===== src/sacp_pkg.sv =====
/*
  Constants shared by the serial converter port: frame edge positions,
  word layout and mode encoding.
  Assumes one system clock; pins are sampled by the main module.
*/
package sacp_pkg;

  localparam int RESULT_W      = 12;     // Result width
  localparam int LEAD_ZEROS    = 3;      // Zero bits before the result
  localparam int CNT_W         = 5;      // Edge counter width
  localparam logic [4:0] TRACK_RISE  = 5'h0d; // Rising edge back to track
  localparam logic [4:0] LAST_FALL   = 5'h10; // Falling edge ending word
  localparam logic [4:0] MODE_FALL   = 5'h0a; // Falling edge keeping normal
  localparam logic [4:0] NOISE_FALL  = 5'h02; // Below this no mode change

  typedef enum logic {SACP_NORMAL, SACP_SHUTDOWN} sacp_mode_t;
  typedef enum logic [1:0] {SACP_IDLE, SACP_SHIFT, SACP_DONE} sacp_state_t;

endpackage : sacp_pkg


===== src/sacp_port.sv =====
/*
  Digital side of a 12-bit serial-output converter: frame handling,
  track/hold control, output shift and normal/shutdown mode.
  Assumes shift clock and frame select are pins far slower than mclk,
  and the conversion core supplies a settled result on convResult.
*/
`timescale 1ns/10ps
module sacp_port
  import sacp_pkg::*;
#(
  parameter int RES_W = RESULT_W
)
(
  input  wire logic                       mclk,
  input  wire logic                       rst_b,
  input  wire logic                       frameSel_b,
  input  wire logic                       shiftClk,
  input  wire logic [sacp_pkg::RESULT_W-1:0] convResult,
  output logic                            result_serial_out,
  output logic                            resultOutEn,
  output logic                            holdMode,
  output logic                            sampleStrobe,
  output logic                            shutdownMode,
  output logic                            resultInvalid
);
  import sacp_pkg::*;

  // Elaboration guard: the shifter is sized from the packaged width
  if (RES_W != RESULT_W)
  begin : g_bad_width
    $error("RES_W must equal the packaged result width");
  end

  ////////////////////////////////////////////////////////////////////////
  // Pin synchronisation and edge detection

  logic selSync;
  logic clkSync;
  logic selDly_reg;
  logic clkDly_reg;
  logic selFall;
  logic selRise;
  logic clkFall;
  logic clkRise;

  sacp_sync #(.RESET_VAL(1'b1)) uSyncSel
  (
    .mclk    (mclk),
    .rst_b   (rst_b),
    .pinIn   (frameSel_b),
    .pinSync (selSync)
  );

  sacp_sync #(.RESET_VAL(1'b0)) uSyncClk
  (
    .mclk    (mclk),
    .rst_b   (rst_b),
    .pinIn   (shiftClk),
    .pinSync (clkSync)
  );

  // Delayed copies for edges
  always_ff @(posedge mclk or negedge rst_b)
  begin
    if (!rst_b)
    begin
      selDly_reg <= 1'b1;
      clkDly_reg <= 1'b0;
    end
    else
    begin
      selDly_reg <= selSync;
      clkDly_reg <= clkSync;
    end
  end

  assign selFall = selDly_reg & ~selSync;
  assign selRise = ~selDly_reg & selSync;
  // Clock edges only count inside a frame
  assign clkFall = ~selSync & clkDly_reg & ~clkSync;
  assign clkRise = ~selSync & ~clkDly_reg & clkSync;

  ////////////////////////////////////////////////////////////////////////
  // Frame edge counters

  logic [CNT_W-1:0] fallCnt_reg;
  logic [CNT_W-1:0] riseCnt_reg;

  // Counts restart on every frame so positions are per frame
  always_ff @(posedge mclk or negedge rst_b)
  begin
    if (!rst_b)
    begin
      fallCnt_reg <= '0;
      riseCnt_reg <= '0;
    end
    else if (selSync)
    begin
      fallCnt_reg <= '0;
      riseCnt_reg <= '0;
    end
    else
    begin
      // Saturate so an idled-low select cannot wrap the count
      if (clkFall && fallCnt_reg != 5'h1f)
        fallCnt_reg <= fallCnt_reg + 5'h01;
      if (clkRise && riseCnt_reg != 5'h1f)
        riseCnt_reg <= riseCnt_reg + 5'h01;
    end
  end

  ////////////////////////////////////////////////////////////////////////
  // Frame state and track/hold

  sacp_state_t state_reg;

  always_ff @(posedge mclk or negedge rst_b)
  begin
    if (!rst_b)
      state_reg <= SACP_IDLE;
    else
    begin
      case (state_reg)
        SACP_IDLE:
          if (selFall)
            state_reg <= SACP_SHIFT;
        SACP_SHIFT:
          if (selRise)
            state_reg <= SACP_IDLE;
          else if (clkFall && fallCnt_reg == LAST_FALL - 5'h01)
            state_reg <= SACP_DONE;
        SACP_DONE:
          // Select idled low waits here for the rise
          if (selRise)
            state_reg <= SACP_IDLE;
        default:
          state_reg <= SACP_IDLE;
      endcase
    end
  end

  // Hold from select fall until the 13th rising edge
  always_ff @(posedge mclk or negedge rst_b)
  begin
    if (!rst_b)
      holdMode <= 1'b0;
    else if (selFall)
      holdMode <= 1'b1;
    else if (clkRise && riseCnt_reg == TRACK_RISE - 5'h01)
      holdMode <= 1'b0;
    else if (selRise)
      holdMode <= 1'b0;
  end

  // Sample instant pulse for the core
  always_ff @(posedge mclk or negedge rst_b)
  begin
    if (!rst_b)
      sampleStrobe <= 1'b0;
    else
      sampleStrobe <= selFall;
  end

  ////////////////////////////////////////////////////////////////////////
  // Output shifter: bit changes only on shift-clock falling edges and on select fall

  logic [LEAD_ZEROS+RESULT_W-1:0] shift_reg;

  always_ff @(posedge mclk or negedge rst_b)
  begin
    if (!rst_b)
    begin
      shift_reg         <= '0;
      result_serial_out <= 1'b0;
    end
    else if (selFall)
    begin
      shift_reg         <= {{LEAD_ZEROS{1'b0}}, convResult};
      result_serial_out <= 1'b0; // Leading zero shown before first fall
    end
    else if (clkFall && state_reg == SACP_SHIFT)
    begin
      result_serial_out <= shift_reg[LEAD_ZEROS+RESULT_W-1];
      shift_reg         <= {shift_reg[LEAD_ZEROS+RESULT_W-2:0], 1'b0};
    end
  end

  // Enable follows the frame; ends at 16th fall or select rise
  always_ff @(posedge mclk or negedge rst_b)
  begin
    if (!rst_b)
      resultOutEn <= 1'b0;
    else if (selFall)
      resultOutEn <= 1'b1;
    else if (selRise)
      resultOutEn <= 1'b0;
    else if (clkFall && fallCnt_reg == LAST_FALL - 5'h01)
      resultOutEn <= 1'b0;
  end

  ////////////////////////////////////////////////////////////////////////
  // Operating mode

  // Mode at frame start, restored by the early-rise noise guard
  logic startShut_reg;

  // Power-up mode is unknown in silicon; reset chooses shutdown
  always_ff @(posedge mclk or negedge rst_b)
  begin
    if (!rst_b)
      shutdownMode <= 1'b1;
    else if (selFall)
      shutdownMode <= 1'b0;
    else if (selRise && fallCnt_reg < NOISE_FALL)
      shutdownMode <= startShut_reg;
    else if (selRise && fallCnt_reg < MODE_FALL)
      shutdownMode <= 1'b1;
  end

  // Noise on the select must not flip the mode, so the mode the frame
  // started in is kept for a rise before the second fall
  always_ff @(posedge mclk or negedge rst_b)
  begin
    if (!rst_b)
      startShut_reg <= 1'b1;
    else if (selFall)
      startShut_reg <= shutdownMode;
  end

  // First word after leaving shutdown is flagged unusable
  always_ff @(posedge mclk or negedge rst_b)
  begin
    if (!rst_b)
      resultInvalid <= 1'b1;
    else if (selFall)
      resultInvalid <= shutdownMode;
  end

  ////////////////////////////////////////////////////////////////////////
  // Checks

  property p_hold_on_fall;
    @(posedge mclk) disable iff (!rst_b)
    selFall |=> holdMode && resultOutEn;
  endproperty
  a_hold_on_fall: assert property (p_hold_on_fall)
    else $error("Hold or output enable missing after select fall");

  property p_track_13;
    @(posedge mclk) disable iff (!rst_b)
    (clkRise && riseCnt_reg == 5'h0c && !selRise) |=> !holdMode;
  endproperty
  a_track_13: assert property (p_track_13)
    else $error("Track not resumed on 13th rising edge");

  property p_float_16;
    @(posedge mclk) disable iff (!rst_b)
    (clkFall && fallCnt_reg == 5'h0f) |=> !resultOutEn;
  endproperty
  a_float_16: assert property (p_float_16)
    else $error("Output still driven after 16th fall");

  property p_float_rise;
    @(posedge mclk) disable iff (!rst_b)
    selRise |=> !resultOutEn ##1 !resultOutEn;
  endproperty
  a_float_rise: assert property (p_float_rise)
    else $error("Output driven after select rise");

  property p_zero_lead;
    @(posedge mclk) disable iff (!rst_b)
    (clkFall && state_reg == SACP_SHIFT && fallCnt_reg < 5'h03)
      |=> !result_serial_out;
  endproperty
  a_zero_lead: assert property (p_zero_lead)
    else $error("Leading bit not zero");

  property p_stable_bit;
    @(posedge mclk) disable iff (!rst_b)
    (!clkFall && !selFall) |=> $stable(result_serial_out);
  endproperty
  a_stable_bit: assert property (p_stable_bit)
    else $error("Output bit changed away from a falling edge");

  property p_shutdown;
    @(posedge mclk) disable iff (!rst_b)
    (selRise && fallCnt_reg >= 5'h02 && fallCnt_reg < 5'h0a)
      |=> shutdownMode;
  endproperty
  a_shutdown: assert property (p_shutdown)
    else $error("Shutdown not entered");

  property p_no_mode_change;
    @(posedge mclk) disable iff (!rst_b)
    (selRise && fallCnt_reg < 5'h02) |=> shutdownMode == startShut_reg;
  endproperty
  a_no_mode_change: assert property (p_no_mode_change)
    else $error("Mode changed on early select rise");

  property p_stay_shut;
    @(posedge mclk) disable iff (!rst_b)
    (shutdownMode && !selFall) |=> shutdownMode;
  endproperty
  a_stay_shut: assert property (p_stay_shut)
    else $error("Shutdown left without select fall");

  property p_normal_entry;
    @(posedge mclk) disable iff (!rst_b)
    selFall |=> !shutdownMode && resultInvalid == $past(shutdownMode);
  endproperty
  a_normal_entry: assert property (p_normal_entry)
    else $error("Normal entry or invalid flag wrong");

  property p_count_clear;
    @(posedge mclk) disable iff (!rst_b)
    selSync |=> fallCnt_reg == 5'h00 && riseCnt_reg == 5'h00;
  endproperty
  a_count_clear: assert property (p_count_clear)
    else $error("Edge count not cleared");

  c_full_word: cover property (@(posedge mclk) disable iff (!rst_b)
    state_reg == SACP_SHIFT ##1 state_reg == SACP_DONE);
  c_shutdown: cover property (@(posedge mclk) disable iff (!rst_b)
    !shutdownMode ##1 shutdownMode);
  c_abort: cover property (@(posedge mclk) disable iff (!rst_b)
    selRise && fallCnt_reg > 5'h0a && fallCnt_reg < 5'h10);

endmodule : sacp_port


===== src/sacp_sync.sv =====
/*
  Two-stage synchroniser for one pin level.
  Assumes the pin is asynchronous to mclk.
*/
`timescale 1ns/10ps
module sacp_sync
#(
  parameter logic RESET_VAL = 1'b0
)
(
  input  wire logic mclk,
  input  wire logic rst_b,
  input  wire logic pinIn,
  output logic      pinSync
);

  logic stage1_reg;

  // First stage feeds only the second stage
  always_ff @(posedge mclk or negedge rst_b)
  begin
    if (!rst_b)
    begin
      stage1_reg <= RESET_VAL;
      pinSync    <= RESET_VAL;
    end
    else
    begin
      stage1_reg <= pinIn;
      pinSync    <= stage1_reg;
    end
  end

endmodule : sacp_sync


===== config.mk =====
export PLATFORM = sky130hd
export DESIGN_NAME = sacp_port
export DESIGN_NICKNAME = d
export VERILOG_FILES = /design/src/sacp_pkg.sv /design/src/sacp_port.sv /design/src/sacp_sync.sv
export SDC_FILE = /design/constraint.sdc
export NUM_CORES = 1
export LEC_CHECK = 0
export BUFFER_PORTS_ARGS = -buffer_cell sky130_fd_sc_hd__buf_4
export CAP_MARGIN = 15
export CELL_PAD_IN_SITES_DETAIL_PLACEMENT = 1
export CELL_PAD_IN_SITES_GLOBAL_PLACEMENT = 2
export CORE_AREA = 5 5 80 82
export CTS_CLUSTER_DIAMETER = 100
export CTS_CLUSTER_SIZE = 25
export DETAILED_ROUTE_END_ITERATION = 16
export DIE_AREA = 0 0 85 87
export PLACE_DENSITY = 0.78
export SLEW_MARGIN = 40
export SYNTH_ARGS = -nofsm -noshare
export SYNTH_HDL_FRONTEND = slang
export SYNTH_SLANG_ARGS = --single-unit

===== constraint.sdc =====
create_clock -name mclk -period 2.8 [get_ports mclk]
set_clock_uncertainty 0.2 [all_clocks]
set_input_delay 0 -clock mclk [delete_from_list [all_inputs] [get_ports mclk]]
set_output_delay 0 -clock mclk [all_outputs]
set_load 0.05 [all_outputs]

==> results of run 1 <==
## cell families (layout without fill, tap and decap cells)
kind of cell	count (synthesis)	in the layout	share of synthesized area
AOI/OAI and AO/OA	57	57	0.181
DFF	39	39	0.524
and+or+nand+nor	45	45	0.150
adders and majority gates	8	8	0.0534
muxes	8	8	0.0454
buffers and inverters	17	56	0.0467
## worst paths after layout
| kind | endpoint | cells after the start |
|---|---|---|
| setup / recovery | fallCnt_reg[2] | 6 |
| hold / removal | shift_reg[1] | 2 |
| setup reg to reg | fallCnt_reg[2] | 6 |
| hold reg to reg | uSyncSel.pinSync | 0 |
| max in group asynchronous | resultInvalid | 2 |
| min in group mclk | uSyncSel.stage1_reg | 2 |
## through the flow
| stage | setup WS [ns] | cell area (sq um) | cells |
|---|---|---|---|
| finish | 0.549 | 2350 | 288 |
| global route | 0.379 | 2350 | 288 |
| CTS | 0.524 | 2350 | 288 |
| detailed placement | 0.535 | 2100 | 265 |
| global placement | 0.637 | 2100 | 265 |
| floorplan | 0.800 | 1870 | 174 |
## worst reg2reg max path, delay by kind of cell (launching register included)
family                   cells  cell delay (ns)
adder cells (fa/ha/maj)      2             0.48
flip-flops                   1             0.42
multiplexers                 1             0.15
AND/OR/NAND/NOR              3             0.89
## per-layer routing
| layer | GRT usage | wire [um] | vias up |
|---|---|---|---|
| li1 | - | - | 694 |
| met1 | 0.153 | 2040 | 702 |
| met2 | 0.204 | 1960 | 20 |
| met3 | 0.0322 | 151 | 8 |
| met4 | 0.0475 | 65 | 0 |
| met5 | 0 | 0 | - |
## placed cells by master (no fill, tap or decap), types with 2 or more instances in the layout
| cell | Yosys | routed |
|---|---|---|
| dfrtp_1 | 34 | 34 |
| buf_4 | 0 | 26 |
| o21ai_0 | 20 | 20 |
| a21oi_1 | 18 | 18 |
| dlygate4sd3_1 | 0 | 15 |
| nand2_1 | 14 | 14 |
| nor2b_1 | 13 | 13 |
| a31oi_1 | 11 | 11 |
| ha_1 | 8 | 7 |
| clkbuf_8 | 0 | 7 |
| inv_1 | 6 | 6 |
| nand3_1 | 6 | 6 |
| dfstp_2 | 5 | 5 |
| mux2i_1 | 4 | 4 |
| mux2_2 | 4 | 4 |
| and3_1 | 2 | 2 |
| nand2b_1 | 2 | 2 |
| o31ai_1 | 2 | 2 |
## timing repair
action / in CTS / in global routing
hold buffers: 15 / 0
setup endpoints to repair: 0 / 0
hold endpoints to repair: 53 / 0
## area by class of cell
type | instances | area (sq um)
Multi-Input combinational cell | 118 | 807
Sequential cell | 39 | 982
Timing Repair Buffer | 41 | 345
Clock buffer | 8 | 100
Inverter | 7 | 26.3
Tap cell | 75 | 93.8
Fill cell | 658 | 3320
## power by group
group / total [mW] / leakage (nW) / switching (mW) / internal, mW
Clock: 0.424 / 0.0515 / 0.199 / 0.225
Sequential: 0.653 / 0.480 / 0.0343 / 0.619
Combinational: 0.228 / 0.500 / 0.133 / 0.0948
Total: 1.30 / 1.03 / 0.366 / 0.939
==> load_flow_metrics.sql, run 1 <==
INSERT INTO impl_metrics (metric_group, metric, value, unit) VALUES
('synth', 'async_flop_share', '1.00', ''),
('worst_setup_path', 'crit_top_cell', 'ha_1', ''),
('global_routing', 'number_of_antenna_violations_at_the_first_check_in_global_routing', '0', ''),
('worst_setup_path', 'cp_data_required_time', '2.77', 'ns'),
('sta', 'hold_violations', '0', ''),
('synth', 'yosysSeqAreaShare', '0.524', ''),
('synth', 'postSynthCellCount', '174', ''),
('worst_setup_path', 'crit_path_top_delay_cell', 'nor4b_2', ''),
('placed_design', 'io_buffers', '21', ''),
('finish', 'utilization', '0.415', ''),
('sta', 'achievable-frequency', '0.444', 'GHz'),
('route', 'drt_first_pass_iters', '2', ''),
('route', 'drt_iter0_drc', '42', ''),
('worst_setup_path', 'timing.critical_path.from_type', 'flop', ''),
('clock_tree', 'cts_resized', '0', ''),
('finish', 'final_nets', '236', ''),
('route', 'via_count', '1424', ''),
('global_routing', 'grt_pass1_wl', '7.28', 'mm'),
('die', 'num_rows', '28', ''),
('synth', 'synth.lib_cells_used.distinct', '33', ''),
('synth', 'netlist.area_leader.share', '0.454', ''),
('clock_tree', 'clkLatencyLatePin', '0.29', 'ns'),
('global_routing', 'global_route_total_usage_across_every_layer', '0.123', ''),
('worst_setup_path', 'critPathArrivalTime', '2.22', 'ns'),
('synth', 'synth_largest_area_cell', 'dfrtp_1', ''),
('clock_tree', 'clock_path_buffers', '2', ''),
('sta', 'ratio_of_final_minimum_period_to_clock_period', '0.804', ''),
('finish', 'largest_register_ffs', '15', ''),
('sta', 'final.min_clock_period', '2.25', 'ns'),
('synth', 'synth-edff-count', '0', ''),
('hold_path', 'min_path_type', 'in -> async', ''),
('synth', 'ys_ff_latch', '39', ''),
('power', 'max-vdd-ir-drop', '0.000264', 'V'),
('die', 'initial_core_util', '0.330', ''),
('worst_setup_path', 'cp-startpoint', 'fallCnt_reg[0]', ''),
('clock_tree', 'cts_inserted_buffers', '5', ''),
('finish', 'post_route_cells_drive_above_1_share', '0.225', ''),
('synth', 'netlist_area', '1870', 'sq um'),
('sta', 'timing_worst_slew_pin_value', '0.607', 'ns'),
('clock_tree', 'worst_setup_hold_path_clk_slew', '0.07', 'ns'),
('synth', 'syn_area_per_cell', '10.8', 'sq um'),
('global_routing', 'number_of_global_route_vias_before_repair', '1600', ''),
('clock_tree', 'cts_tree', 'yes', ''),
('finish', 'flow.area_growth_from_synthesis', '25.6', '%'),
('route', 'drt_drc_violations_left', '0', ''),
('clock_tree', 'clock-sinks', '39', ''),
('clock_tree', 'root_driver', 'clkbuf_8', ''),
('clock_tree', 'h-tree-depth', '2', ''),
('worst_setup_path', 'critical-path-max-stage-delay', '0.53', 'ns'),
('global_routing', 'grt_overflow', '0', ''),
('placed_design', 'dpl.hpwl', '2.72', 'mm'),
('route', 'vias_per_cell', '4.94', ''),
('worst_setup_path', 'wp_buf_inv', '0', ''),
('worst_setup_path', 'regToRegStartpoint', 'fallCnt_reg[0]', ''),
('die', 'top_level_ports', '22', ''),
('synth', 'ys_top_cells_by_area', 'dfrtp_1 45%, dfstp_2 7.0%, ha_1 5.3%, o21ai_0 5.3%, a21oi_1 4.8%', ''),
('power', 'leakage', '1.03', 'nW'),
('die', 'die_area', '7400', 'sq um'),
('synth', 'count_of_synthesis_stage_warnings_from_yosys', '0', ''),
('run_status', 'result_of_the_run', 'completed', ''),
('synth', 'post-synth-top-count-cell', 'dfrtp_1', ''),
('finish', 'diodes', '0', ''),
('clock_tree', 'cts_setup_buffers', '0', ''),
('worst_setup_path', 'worst_setup_path_end_kind', 'flop', ''),
('route', 'post_drt_wl_per_cell', '14.6', 'um'),
('worst_setup_path', 'critical_path.cell_chain', 'ha_1 > and3_1 > ha_1 > nor4b_2 > nand2_1 > mux2i_1', ''),
('die', 'dieHeight', '87', 'um'),
('sta', 'final.hold.worst_slack', '0.0193', 'ns'),
('sta', 'final_number_of_setup_violating_endpoints', '0', ''),
('synth', 'ys.flop_type', 'dfrtp_1', ''),
('route', 'routed_wirelength', '4.21', 'mm');
No activity file was read; power rests on OpenSTA's default activity.
==> run 2: changes to the inputs <==
CORE_AREA = 5 5 81 83   (was 5 5 80 82)
DIE_AREA = 0 0 86 88   (was 0 0 85 87)
PLACE_DENSITY = 0.79   (was 0.78)
clock period = 1.8 ns   (was 2.8 ns; I/O delays follow)
==> load_flow_metrics.sql, run 2 (synthesis results as in run 1) <==
INSERT INTO impl_metrics (metric_group, metric, value, unit) VALUES
('die', 'initial_core_util', '0.324', ''),
('clock_tree', 'clkLatencyLatePin', '0.29', 'ns'),
('global_routing', 'grt_overflow', '0', ''),
('sta', 'setup_slack', '-0.0435', 'ns'),
('sta', 'final_number_of_setup_violating_endpoints', '6', ''),
('finish', 'largest_register_ffs', '15', ''),
('die', 'dieHeight', '88', 'um'),
('placed_design', 'gp_routability_congestion', '0.700', ''),
('sta', 'hold_violations', '0', ''),
('sta', 'slew_headroom', '0.658', ''),
('worst_setup_path', 'worst_path_dominant_cell_family', 'simple AND/OR/NAND/NOR gates', ''),
('route', 'vias_per_cell', '4.96', ''),
('clock_tree', 'clock_path_buffers', '2', ''),
('finish', 'final_nets', '262', ''),
('placed_design', 'dpl_cell_area', '2300', 'sq um'),
('placed_design', 'dpl.hpwl', '2.99', 'mm'),
('sta', 'timing_worst_slew_pin_value', '0.513', 'ns'),
('power', 'p_total', '2.30', 'mW'),
('global_routing', 'global_route_total_usage_across_every_layer', '0.129', ''),
('sta', 'fin_setup_tns', '-0.124', 'ns'),
('sta', 'ratio_of_final_minimum_period_to_clock_period', '1.02', ''),
('finish', 'final_common_cell', 'buf_4', ''),
('finish', 'flow.area_growth_from_synthesis', '45.9', '%'),
('sta', 'final.min_clock_period', '1.84', 'ns'),
('global_routing', 'number_of_antenna_violations_at_the_first_check_in_global_routing', '0', ''),
('finish', 'utilization', '0.473', ''),
('finish', 'finish.instance_area', '2740', 'sq um'),
('worst_setup_path', 'critical_path.cell_chain', 'ha_2 > and3_4 > ha_4 > nor4b_4 > nor2_1 > mux2_4', ''),
('finish', 'diodes', '0', ''),
('worst_setup_path', 'cp_data_required_time', '1.78', 'ns'),
('clock_tree', 'worst_setup_hold_path_clk_slew', '0.08', 'ns'),
('route', 'remaining_antenna_violation_count_after_routing', '0', ''),
('worst_setup_path', 'critPathArrivalTime', '1.82', 'ns'),
('clock_tree', 'cts_inserted_buffers', '5', ''),
('finish', 'regArea', '983', 'sq um'),
('die', 'top_level_ports', '22', ''),
('sta', 'unrepaired_setup_endpoints_after_global_routing', 'true', ''),
('run_status', 'result_of_the_run', 'finished with violations', ''),
('power', 'max-vdd-ir-drop', '0.000318', 'V'),
('finish', 'multiInputGateArea', '933', 'sq um'),
('clock_tree', 'cts_tree', 'yes', ''),
('route', 'drt_first_pass_iters', '4', ''),
('finish', 'final.fill_count', '645', ''),
('die', 'die_area', '7570', 'sq um'),
('hold_path', 'min_path_type', 'in -> async', ''),
('route', 'routed_wirelength', '4.69', 'mm'),
('sta', 'final.hold.worst_slack', '0.0250', 'ns'),
('worst_setup_path', 'crit_fanout', '4', ''),
('run_status', 'violated_checks', 'negative setup slack', ''),
('run', 'max_cap_violations', '0', ''),
('clock_tree', 'clock-sinks', '39', ''),
('global_routing', 'number_of_global_route_vias_before_repair', '1674', ''),
('worst_setup_path', 'wp_buf_inv', '0', ''),
('clock_tree', 'root_driver', 'clkbuf_8', ''),
('sta', 'achievable-frequency', '0.542', 'GHz'),
('placed_design', 'placedCellCount', '283', ''),
('worst_setup_path', 'timing.reg2reg.setup_slack', '-0.04', 'ns'),
('worst_setup_path', 'timing.critical_path.from_type', 'flop', ''),
('finish', 'post_route_cells_drive_above_1_share', '0.397', ''),
('die', 'num_rows', '28', ''),
('global_routing', 'grt_start_max_net_pins', '40', ''),
('worst_setup_path', 'critical-path-max-stage-delay', '0.41', 'ns'),
('power', 'power_per_cell_area', '842', 'nW/um^2'),
('die', 'fp.dieW', '86', 'um'),
('route', 'via_count', '1557', ''),
('route', 'drt_drc_violations_left', '0', ''),
('worst_setup_path', 'crit_path_top_delay_cell', 'dfrtp_1', ''),
('sta', 'final-max-slew-violation-count', '0', ''),
('global_routing', 'grt_pass1_wl', '7.77', 'mm'),
('route', 'post_drt_wl_per_cell', '14.9', 'um'),
('finish', 'layout.cells.non_filler', '314', ''),
('route', 'drt_iter0_drc', '59', ''),
('clock_tree', 'h-tree-depth', '2', ''),
('finish', 'layout.cells.most_common_list', '50 x buf_4, 33 x dfrtp_1, 19 x o21ai_0', ''),
('placed_design', 'post-place-ws', '-0.0776', 'ns'),
('die', 'core', '5780', 'sq um'),
('placed_design', 'io_buffers', '21', ''),
('worst_setup_path', 'critical_path_class', 'reg -> reg', ''),
('power', 'leakage', '1.20', 'nW'),
('worst_setup_path', 'worst_setup_path_end_kind', 'flop', '');
-- run 2: layout make-up --
class | instances | share of cell area
sequential | 39 | 0.360
multi-input combinational | 118 | 0.341
inverter | 7 | 0.0160
timing repair buffer | 67 | 0.200
clock buffer | 6 | 0.0265
tap | 75 | 0.0343
clock inverter | 2 | 0.0220
-- run 2: worst reg2reg max path, delay by kind of cell, from the launching register on --
kind          cells  cell delay, ns
fa+ha+maj         2            0.36
mux               1            0.26
flops             1            0.41
simple gates      3            0.51
-- run 2: metal layers --
metal | up-vias | track usage | wire, um | part of all wire
li1 | 748 | - | - | -
met1 | 786 | 0.151 | 1990 | 0.42
met2 | 19 | 0.237 | 2520 | 0.54
met3 | 4 | 0.0310 | 153 | 0.033
met4 | 0 | 0.0345 | 29 | 0.0062
met5 | - | 0 | 0 | 0
-- run 2: where the power goes --
part           switching [mW]  leakage [nW]  internal [mW]
Combinational           0.236         0.652          0.196
Sequential             0.0467         0.479          0.963
Clock                   0.307        0.0654          0.554
-- run 2: timing repair --
item | 4_1_cts | 5_1_grt
resized for setup | 5 | 19
endpoints found under the hold margin | 53 | 0
hold buffers | 15 | 0
pin swaps | 3 | 7
buffers inserted | 4 | 4
endpoints found under the setup margin | 10 | 20
-- run 2: final timing paths --
check	from	cells after the start	end
worst max-delay path	riseCnt_reg[0]	6	riseCnt_reg[0]
worst min-delay path	rst_b	2	shift_reg[12]
worst max register to register	riseCnt_reg[0]	6	riseCnt_reg[0]
worst min register to register	uSyncClk.stage1_reg	0	uSyncClk.pinSync
max in group asynchronous	rst_b	2	clkDly_reg
min in group mclk	shiftClk	2	uSyncClk.stage1_reg
==> run 3: changes to the inputs <==
PLACE_DENSITY = 0.84   (was 0.79)
==> load_flow_metrics.sql, run 3 (synthesis results as in run 1) <==
INSERT INTO impl_metrics (metric_group, metric, value, unit) VALUES
('sta', 'final-max-slew-violation-count', '0', ''),
('sta', 'final.hold.worst_slack', '0.0177', 'ns'),
('sta', 'hold_violations', '0', ''),
('power', 'power_per_cell_area', '816', 'nW/um^2'),
('power', 'max-vdd-ir-drop', '0.000350', 'V'),
('global_routing', 'number_of_antenna_violations_at_the_first_check_in_global_routing', '0', ''),
('placed_design', 'gp_routability_congestion', '0.707', ''),
('die', 'initial_core_util', '0.324', ''),
('sta', 'slew_headroom', '0.579', ''),
('worst_setup_path', 'critical_path.cell_chain', 'ha_2 > and3_4 > ha_4 > nor4b_4 > nor2_1 > mux2_4', ''),
('die', 'fp.dieW', '86', 'um'),
('finish', 'final.fill_count', '637', ''),
('sta', 'achievable-frequency', '0.537', 'GHz'),
('route', 'drt_first_pass_iters', '4', ''),
('sta', 'ratio_of_final_minimum_period_to_clock_period', '1.03', ''),
('power', 'seq_power_share', '0.456', ''),
('sta', 'setup_slack', '-0.0609', 'ns'),
('sta', 'final_number_of_setup_violating_endpoints', '6', ''),
('worst_setup_path', 'r2r_end', 'riseCnt_reg[0]', ''),
('placed_design', 'dpl_cell_area', '2290', 'sq um'),
('worst_setup_path', 'regToRegStartpoint', 'riseCnt_reg[1]', ''),
('finish', 'finish.instance_area', '2720', 'sq um'),
('die', 'core', '5780', 'sq um'),
('finish', 'layout.cells.most_common_list', '47 x buf_4, 34 x dfrtp_1, 18 x a21oi_1', ''),
('clock_tree', 'cts_inserted_buffers', '5', ''),
('clock_tree', 'worst_setup_hold_path_clk_slew', '0.08', 'ns'),
('worst_setup_path', 'timing.reg2reg.setup_slack', '-0.06', 'ns'),
('worst_setup_path', 'crit_path_top_delay_cell', 'dfrtp_1', ''),
('global_routing', 'grt_overflow', '0', ''),
('global_routing', 'grt_pass1_wl', '8.10', 'mm'),
('hold_path', 'min_path_type', 'in -> async', ''),
('finish', 'diodes', '0', ''),
('worst_setup_path', 'critPathArrivalTime', '1.84', 'ns'),
('power', 'clock_power_frac', '0.348', ''),
('power', 'swShare', '0.276', ''),
('sta', 'unrepaired_setup_endpoints_after_global_routing', 'true', ''),
('clock_tree', 'clkLatencyLatePin', '0.30', 'ns'),
('sta', 'final.min_clock_period', '1.86', 'ns'),
('finish', 'final_common_cell', 'buf_4', ''),
('finish', 'largest_register_ffs', '15', ''),
('run_status', 'result_of_the_run', 'finished with violations', ''),
('run', 'max_cap_violations', '0', ''),
('power', 'p_comb_frac', '0.195', ''),
('clock_tree', 'clock_path_buffers', '2', ''),
('clock_tree', 'h-tree-depth', '2', ''),
('route', 'drt_drc_violations_left', '0', ''),
('clock_tree', 'cts_tree', 'yes', ''),
('power', 'p_switching', '0.613', 'mW'),
('global_routing', 'global_route_total_usage_across_every_layer', '0.136', ''),
('route', 'remaining_antenna_violation_count_after_routing', '0', ''),
('worst_setup_path', 'critical_path_class', 'reg -> reg', ''),
('worst_setup_path', 'wp_buf_inv', '0', ''),
('worst_setup_path', 'critical-path-max-stage-delay', '0.41', 'ns'),
('die', 'dieHeight', '88', 'um'),
('finish', 'flow.area_growth_from_synthesis', '45.1', '%'),
('route', 'post_drt_wl_per_cell', '15.4', 'um'),
('die', 'die_area', '7570', 'sq um'),
('power', 'cellInternalPower', '1.61', 'mW'),
('finish', 'layout.cells.non_filler', '312', ''),
('finish', 'final_nets', '260', ''),
('route', 'via_count', '1580', ''),
('run_status', 'violated_checks', 'negative setup slack', ''),
('route', 'routed_wirelength', '4.79', 'mm'),
('worst_setup_path', 'timing.reg2reg.worst_path_depth', '6', ''),
('finish', 'post_route_cells_drive_above_1_share', '0.401', ''),
('global_routing', 'grt_start_max_net_pins', '40', ''),
('die', 'top_level_ports', '22', ''),
('worst_setup_path', 'worst_path_dominant_cell_family', 'simple AND/OR/NAND/NOR gates', ''),
('global_routing', 'number_of_global_route_vias_before_repair', '1737', ''),
('placed_design', 'post-place-ws', '-0.110', 'ns'),
('worst_setup_path', 'worst_setup_path_end_kind', 'flop', ''),
('die', 'num_rows', '28', ''),
('route', 'vias_per_cell', '5.06', ''),
('worst_setup_path', 'crit_fanout', '4', ''),
('placed_design', 'io_buffers', '21', ''),
('route', 'drt_iter0_drc', '57', ''),
('clock_tree', 'root_driver', 'clkbuf_8', ''),
('placed_design', 'placedCellCount', '282', ''),
('clock_tree', 'clock-sinks', '39', ''),
('placed_design', 'dpl.hpwl', '3.08', 'mm'),
('power', 'leakage', '1.19', 'nW'),
('worst_setup_path', 'cp_data_required_time', '1.78', 'ns'),
('sta', 'timing_worst_slew_pin_value', '0.631', 'ns'),
('worst_setup_path', 'timing.critical_path.from_type', 'flop', '');
-- run 3: cell types whose count changed in the layout (fill, tap and decap cells not counted), sizes merged --
cell / delta
clkinv: +1
buf: -2
bufinv: -1
-- run 3: layer usage --
metal,GRT usage,vias to the layer above,routed length [um]
met3,0.0339,7,154
li1,-,743,-
met2,0.248,19,2620
met5,0,-,0
met1,0.156,811,1960
met4,0.0432,0,62
-- run 3: repair_timing --
item / 4_1_cts / 5_1_grt
resized for setup: 9 / 26
setup endpoints to repair: 8 / 14
endpoints found under the hold margin: 53 / 0
hold buffers: 15 / 0
setup buffers: 4 / 3
pin swaps: 3 / 5
-- run 3: worst max-delay path by stage --
stage                              start             end  slack (ns)  cells after the start
after floorplan           riseCnt_reg[0]  riseCnt_reg[0]       -0.06                      6
after global placement    riseCnt_reg[0]  riseCnt_reg[0]      -0.001                      6
after detailed placement  fallCnt_reg[0]  fallCnt_reg[0]       -0.11                      6
after CTS                 fallCnt_reg[0]  fallCnt_reg[0]       -0.06                      6
after global routing      riseCnt_reg[1]  riseCnt_reg[0]       -0.16                      6
final                     riseCnt_reg[1]  riseCnt_reg[0]       -0.06                      6
-- run 3: area by class of cell --
class                      instances  area, sq um  share of cell area
sequential                        39          982               0.361
multi-input combinational        118          951               0.350
timing repair buffer              65          537               0.197
tap                               75         93.8              0.0345
clock buffer                       6         82.6              0.0304
inverter                           7         38.8              0.0143
clock inverter                     2         35.0              0.0129
-- run 3: power by group through the flow --
stage	logic [mW]	clock network [mW]	registers [mW]
floorplan	0.181	0	1.07
global placement	0.366	0	1.03
detailed placement	0.377	0	1.03
CTS	0.416	0.797	1.01
global route	0.480	0.822	1.02
finish	0.433	0.773	1.01
-- run 3: through the flow --
step	utilization	TNS, ns	power [mW]
3_3_place_gp	0.397	-0.00101	1.39
4_1_cts	0.457	-0.143	2.22
5_1_grt	0.471	-1.09	2.33
6_report	0.471	-0.230	2.22
3_5_place_dp	0.397	-0.311	1.41
2_1_floorplan	-	-0.142	1.25
